`config.mk`:
```
export PLATFORM = sky130hd
export DESIGN_NAME = sfcu_top
export DESIGN_NICKNAME = d
export VERILOG_FILES = /design/src/sfcu_pkg.sv /design/src/sfcu_cmp.sv /design/src/sfcu_top.sv
export VERILOG_INCLUDE_DIRS = /design/src
export SDC_FILE = /design/constraint.sdc
export NUM_CORES = 1
export LEC_CHECK = 0
export ABC_CLOCK_PERIOD_IN_PS = 2220
export BUFFER_PORTS_ARGS = -buffer_cell sky130_fd_sc_hd__buf_4
export CAP_MARGIN = 20
export CORE_MARGIN = 2
export CORE_UTILIZATION = 44
export DETAILED_ROUTE_END_ITERATION = 8
export HOLD_SLACK_MARGIN = 0.1
export PLACE_DENSITY = 0.95
export SETUP_SLACK_MARGIN = 0.1
export SYNTH_ARGS = -nofsm -noshare
export SYNTH_HDL_FRONTEND = slang
export SYNTH_SLANG_ARGS = --single-unit
```
`constraint.sdc`:
```
create_clock -name sys_clk_i -period 2.22 [get_ports sys_clk_i]
set_clock_uncertainty 0.1 [all_clocks]
set_input_delay 0.111 -clock sys_clk_i [delete_from_list [all_inputs] [get_ports sys_clk_i]]
set_output_delay 0.111 -clock sys_clk_i [all_outputs]
set_load 0.03 [all_outputs]
```
`src/sfcu_defs.svh`:
```
// sfcu_defs.svh: encodings and field positions of the set-flag compare unit
// assumes: included by bare name from the package and the unit files
`ifndef SFCU_DEFS_SVH
`define SFCU_DEFS_SVH

// ------------------------------------------------------------
// instruction fields
// ------------------------------------------------------------
`define SFCU_OPC_HI    31
`define SFCU_OPC_LO    21
`define SFCU_SRC1_HI   20
`define SFCU_SRC1_LO   16
`define SFCU_SRC2_HI   15
`define SFCU_SRC2_LO   11
`define SFCU_IMM_HI    15
`define SFCU_IMM_LO    0
`define SFCU_IMM_W     16

// ------------------------------------------------------------
// opcodes
// ------------------------------------------------------------
`define SFCU_OPC_GES   11'h72b
`define SFCU_OPC_GESI  11'h5eb
`define SFCU_OPC_GEU   11'h723
`define SFCU_OPC_GEUI  11'h5e3
`define SFCU_OPC_GTS   11'h72a
`define SFCU_OPC_GTSI  11'h5ea
`define SFCU_OPC_GTU   11'h722
`define SFCU_OPC_GTUI  11'h5e2
`define SFCU_OPC_LES   11'h72d
`define SFCU_OPC_LESI  11'h5ed
`define SFCU_OPC_LEU   11'h725

// ------------------------------------------------------------
// reset values
// ------------------------------------------------------------
`define SFCU_FLAG_RST  1'b0

`endif

```
`src/sfcu_pkg.sv`:
```
// sfcu_pkg.sv: types of the set-flag compare unit
// assumes: sfcu_defs.svh is on the include path
`default_nettype none
`include "sfcu_defs.svh"

package sfcu_pkg;
  // ------------------------------------------------------------
  // relation and decode result
  // ------------------------------------------------------------
  typedef enum logic [1:0] {
    SFCU_REL_GE = 2'h0,
    SFCU_REL_GT = 2'h1,
    SFCU_REL_LE = 2'h2
  } sfcu_rel_t;

  typedef struct packed {
    logic      hit;
    logic      is_imm;
    logic      is_signed;
    sfcu_rel_t rel;
  } sfcu_dec_t;
endpackage

`default_nettype wire

```
`src/sfcu_cmp.sv`:
```
// sfcu_cmp.sv: combinational magnitude comparator for one relation
// assumes: operands already sized and extended by the caller
`default_nettype none
`include "sfcu_defs.svh"

module sfcu_cmp #(
  parameter int unsigned WIDTH = 32
) (
  // operands
  input  wire logic [WIDTH-1:0] a_i,
  input  wire logic [WIDTH-1:0] b_i,
  // selection
  input  wire logic             is_signed_i,
  input  wire sfcu_pkg::sfcu_rel_t rel_i,
  // result
  output logic                  holds_o
);
  import sfcu_pkg::*;

  logic lt;
  logic eq;

  // flip the sign bits so one unsigned compare serves both kinds
  always_comb begin
    eq = (a_i == b_i);
    if (is_signed_i) begin
      lt = ({~a_i[WIDTH-1], a_i[WIDTH-2:0]} < {~b_i[WIDTH-1], b_i[WIDTH-2:0]});
    end else begin
      lt = (a_i < b_i);
    end
  end

  // pick the relation; a false result clears the flag
  always_comb begin
    unique case (rel_i)
      SFCU_REL_GE: holds_o = ~lt;
      SFCU_REL_GT: holds_o = ~lt & ~eq;
      SFCU_REL_LE: holds_o = lt | eq;
      default:     holds_o = 1'b0;
    endcase
  end
endmodule

`default_nettype wire

```
`src/sfcu_top.sv`:
```
// sfcu_top.sv: decode and flag update for the greater/less set-flag compares
// assumes: register file reads both sources combinationally from the indices
//   that this unit puts out; operands on source_one_gpr_i and source_two_gpr_i in the cycle insn_valid_i
//   is high; the flag result goes to the compare bit of supervision_register.
//
// Function
// - reg-reg form: opcode 31:21, first source 20:16, second source 15:11.
// - immediate form: opcode 31:21, source 20:16, immediate 15:0 sign-extended.
// - every compare writes the flag: set if relation holds, else cleared.
// - opcode 0x72b: first >= second, signed.
// - opcode 0x5eb: source >= extended immediate, signed.
// - opcode 0x723: first >= second, unsigned.
// - opcode 0x5e3: source >= sign-extended immediate, unsigned.
// - opcode 0x72a: first > second, signed.
// - opcode 0x5ea: source > extended immediate, signed.
// - opcode 0x722: first > second, unsigned.
// - opcode 0x5e2: source > sign-extended immediate, unsigned.
// - opcode 0x72d: first <= second, signed.
// - opcode 0x5ed: source <= extended immediate, signed.
// - opcode 0x725: first <= second, unsigned.
// - compare full 32 or 64 bits; no compare raises an exception.
`default_nettype none
`include "sfcu_defs.svh"

module sfcu_top #(
  parameter int unsigned WIDTH = 32
) (
  // clock and reset
  input  wire logic             sys_clk_i,
  input  wire logic             rst_n_i,
  // instruction
  input  wire logic             insn_valid_i,
  input  wire logic [31:0]      insn_i,
  // register file read ports
  output logic [4:0]            source_one_idx_o,
  output logic [4:0]            source_two_idx_o,
  input  wire logic [WIDTH-1:0] source_one_gpr_i,
  input  wire logic [WIDTH-1:0] source_two_gpr_i,
  // supervision_register compare bit, hit and exception lines
  output logic                  flag_we_o,
  output logic                  flag_o,
  output logic                  hit_o,
  output logic                  exception_o
);
  import sfcu_pkg::*;

  // ------------------------------------------------------------
  // decode
  // ------------------------------------------------------------

  // table decode; bits 10:0 of reg-reg forms never reach it
  function automatic sfcu_dec_t sfcu_decode(input logic [10:0] opc);
    sfcu_dec_t d;
    d = '{hit: 1'b1, is_imm: 1'b0, is_signed: 1'b0, rel: SFCU_REL_GE};
    unique case (opc)
      `SFCU_OPC_GES:  begin d.is_signed = 1'b1; d.rel = SFCU_REL_GE; end
      `SFCU_OPC_GESI: begin d.is_imm = 1'b1; d.is_signed = 1'b1; end
      `SFCU_OPC_GEU:  d.rel = SFCU_REL_GE;
      `SFCU_OPC_GEUI: d.is_imm = 1'b1;
      `SFCU_OPC_GTS:  begin d.is_signed = 1'b1; d.rel = SFCU_REL_GT; end
      `SFCU_OPC_GTSI: begin
        d.is_imm = 1'b1;
        d.is_signed = 1'b1;
        d.rel = SFCU_REL_GT;
      end
      `SFCU_OPC_GTU:  d.rel = SFCU_REL_GT;
      `SFCU_OPC_GTUI: begin d.is_imm = 1'b1; d.rel = SFCU_REL_GT; end
      `SFCU_OPC_LES:  begin d.is_signed = 1'b1; d.rel = SFCU_REL_LE; end
      `SFCU_OPC_LESI: begin
        d.is_imm = 1'b1;
        d.is_signed = 1'b1;
        d.rel = SFCU_REL_LE;
      end
      `SFCU_OPC_LEU:  d.rel = SFCU_REL_LE;
      default:        d.hit = 1'b0;
    endcase
    return d;
  endfunction

  sfcu_dec_t        dec;
  logic [10:0]      opc;
  logic [WIDTH-1:0] imm_ext;
  logic [WIDTH-1:0] operand_b;
  logic             holds;

  // field split; low 11 bits only feed the immediate path
  assign opc = insn_i[`SFCU_OPC_HI:`SFCU_OPC_LO];
  assign dec = sfcu_decode(opc);
  assign imm_ext = {{(WIDTH-`SFCU_IMM_W){insn_i[`SFCU_IMM_HI]}},
                    insn_i[`SFCU_IMM_HI:`SFCU_IMM_LO]};
  assign operand_b = dec.is_imm ? imm_ext : source_two_gpr_i;

  // ------------------------------------------------------------
  // compare over the full operand width
  // ------------------------------------------------------------

  sfcu_cmp #(
    .WIDTH       (WIDTH)
  ) u_cmp (
    .a_i         (source_one_gpr_i),
    .b_i         (operand_b),
    .is_signed_i (dec.is_signed),
    .rel_i       (dec.rel),
    .holds_o     (holds)
  );

  // ------------------------------------------------------------
  // registered outputs
  // ------------------------------------------------------------

  // read indices mirror the instruction fields, one cycle late
  always_ff @(posedge sys_clk_i or negedge rst_n_i) begin
    if (!rst_n_i) begin
      source_one_idx_o <= 5'h0;
      source_two_idx_o <= 5'h0;
    end else begin
      source_one_idx_o <= insn_i[`SFCU_SRC1_HI:`SFCU_SRC1_LO];
      source_two_idx_o <= insn_i[`SFCU_SRC2_HI:`SFCU_SRC2_LO];
    end
  end

  // flag write: every decoded compare writes, true sets, false clears
  always_ff @(posedge sys_clk_i or negedge rst_n_i) begin
    if (!rst_n_i) begin
      flag_we_o <= 1'b0;
      hit_o     <= 1'b0;
      flag_o    <= `SFCU_FLAG_RST;
    end else begin
      flag_we_o <= insn_valid_i & dec.hit;
      hit_o     <= insn_valid_i & dec.hit;
      if (insn_valid_i && dec.hit) begin
        flag_o <= holds;
      end
    end
  end

  // these compares never trap, so the line is held low by a register
  always_ff @(posedge sys_clk_i or negedge rst_n_i) begin
    if (!rst_n_i) begin
      exception_o <= 1'b0;
    end else begin
      exception_o <= 1'b0;
    end
  end
endmodule

`default_nettype wire

```
==> flow_summary.toml <==
[status]
outcome = "complete, but fails checks"
violations = "setup timing"

[sta]
fin_crit_sh = 1.14
max_freq_ghz = 0.397
hold_viol_final = 0
grt_setup_unrepaired = "true"
timing.final.crit_period_ps = 2520
setup_ws_ps = -302
setup_viol_count_final = 1
worst_hold_slack_ps = 116
maxSlewViolCount = 0

[power_and_ir_drop]
power.density_nw_per_um2 = 313
p_sw_mw = 0.287
switching_share = 0.331
pwr-share-clk = 0.212
p_seq_frac = 0.280
combPwrFrac = 0.508
internal_power_mw = 0.579
ir_drop_uv = 166
p_leak_nw = 1.48

[yosys]
syn-cell-area_um2 = 1490
synth.top_cells.by_count = "ha_1, a21oi_1, mux2i_1, dfrtp_1"
synth_ff_type = "dfrtp_1"
syn-num-nets = 297
ys_ff_latch = 12
yosysSeqAreaShare = 0.202
ys_top_cells_by_area = "ha_1, dfrtp_1, mux2i_1"
async_reset_ff_frac = 1.00
synthCells = 165
synth_edf_count = 0
synth_most_common_cell = "ha_1"
synth_area_per_cell_um2 = 9.02
synth_top_cell_by_area = "ha_1"
yosys_warnings = 0
yosysTopAreaCellShare = 0.277
netlist-cell-type-count = 39

[critical_path]
cp_top_family = "compound AO/OA/AOI/OAI gates"
worst_path_largest_cell_delay_ps = 350
slowest_stage = "a211o_1"
end_kind = "register"
path_depth = 15
path_buf_inv = 3
path_cells = "buf_6 > and3b_1 > nand2_1 > a211o_1 > nor2_4 > buf_12 > buf_6 > a21oi_1 > ha_1 > a21oi_1 > o21ai_0 > a221oi_1 > and4_1 > nand3_2 > mux2i_1"
worst_r2r_path_depth = 2
path_class = "input port to register"
path_max_fanout = 8
arrival_ps = 2600
cp_data_required_time_ps = 2300
startpoint_type = "input port"
r2r_slack_ps = 1350

[clocking]
numCtsBuffers = 3
clock_sinks = 12
cts_tree = "built"
clock_path_buffers = 2
htreeDepth = 1
clk_pin_slew_ps = 80
clk_latency_ps = 290
cts-root-buf = "clkbuf_4"

[global_route]
grt_usage = 0.313
grt_pass1_vias = 2077
grt-ovfl-total = 0
grt_max_degree = 21
grt_antenna_before_repair = 0
grt_pass1_wl_um = 9870

[route]
vias_per_cell = 5.64
drt_iter0_drc = 124
wl_per_cell_um = 17.8
drc = 0
vias = 1987
first_pass_iters = 5
routed_wl_um = 6280
antenna_left = 0

[final_layout]
nets = 439
diodes = 0
area_growth_pct = 85.7
final_util = 0.842
design_area_um2 = 2770
fillers = 164
drive_gt1_frac = 0.493

[floorplan]
rows = 21
fp.coreArea_um2 = 3280
die-area_um2 = 3870
initial_core_util = 0.453
die_x_um = 62.2
boundaryPins = 113
fp.dieH_um = 62.2

[placed_design]
pre_cts_ws_ps = -516
place_congestion = 0.815
place_area_um2 = 2520
io_buffers = 111
dp_hpwl_um = 4020

[job]
drv_cap = 0

[min_path]
hold_path.class = "input port to asynchronous set/reset pin"
[area by class of cell]
class,count,area (um^2),area share
Timing Repair Buffer,144,1150,0.416
Inverter,7,26.3,0.00950
Multi-Input combinational cell,139,1190,0.432
Clock buffer,4,36.3,0.0131
Tap cell,46,57.6,0.0208
Sequential cell,12,300,0.109
[sequential cells by signal, indices dropped and copies added, names as in the netlist]
register / flops
flag_o: 1
source_two_idx_o: 5
hit_o: 1
source_one_idx_o: 5
[worst paths after layout]
path | start | endpoint
max in group asynchronous | rst_n_i | source_one_idx_o[4]
worst min-delay path | rst_n_i | flag_o
worst min register to register | flag_o | flag_o
worst max-delay path | insn_i[22] | flag_o
min in group sys_clk_i | source_one_gpr_i[15] | flag_o
worst max register to register | flag_o | flag_o
[routing by layer]
layer  GRT usage  vias to the layer above  routed length [um]
li1            -                      912                   -
met1       0.355                      921                2260
met2       0.548                      126                3110
met3      0.0707                       28                 593
met4       0.161                        0                 307
met5           0                        -                   0
[cells by family (layout without fill, tap and decap cells)]
family | Yosys count | after routing | share of synthesized area
buffers and inverters | 14 | 155 | 0.0420
and+or+nand+nor | 37 | 37 | 0.153
muxes | 18 | 18 | 0.122
other | 1 | 1 | 0.00252
AOI/OAI and AO/OA | 50 | 50 | 0.202
DFF | 12 | 12 | 0.202
adders and majority gates | 33 | 33 | 0.277
[through the flow]
step | power, mW | instances | TNS, ps
final | 0.866 | 352 | -302
after global routing | 0.918 | 352 | -468
after CTS | 0.820 | 349 | -218
after detailed placement | 0.629 | 334 | -516
after global placement | 0.614 | 334 | -481
after floorplan | 0.414 | 165 | -323
[repair_timing]
action                                 CTS  global route
setup endpoints to repair                1             1
hold buffers                            11             0
gates cloned                             0             1
endpoints found under the hold margin   22             0
gates resized for setup                  0            11
pin swaps                                1            13
buffers inserted                         0             2
[cell usage in the layout, fill, tap and decap left out, drive strengths merged, types with 6 or more instances in the layout]
| master | count |
|---|---|
| buf | 132 |
| ha | 33 |
| a21oi | 30 |
| mux2i | 17 |
| dfrtp | 12 |
| dlygate4sd3 | 11 |
| nand4 | 8 |
| inv | 7 |
| nor2 | 7 |
| nand2 | 6 |
[power groups by stage]
stage	Sequential [mW]	Combinational, mW	Clock (mW)
global placement	0.245	0.369	0
floorplan	0.275	0.139	0
CTS	0.241	0.402	0.177
global route	0.243	0.472	0.202
finish	0.242	0.440	0.183
detailed placement	0.246	0.383	0
Note: power is estimated with default switching activity, not from simulation.
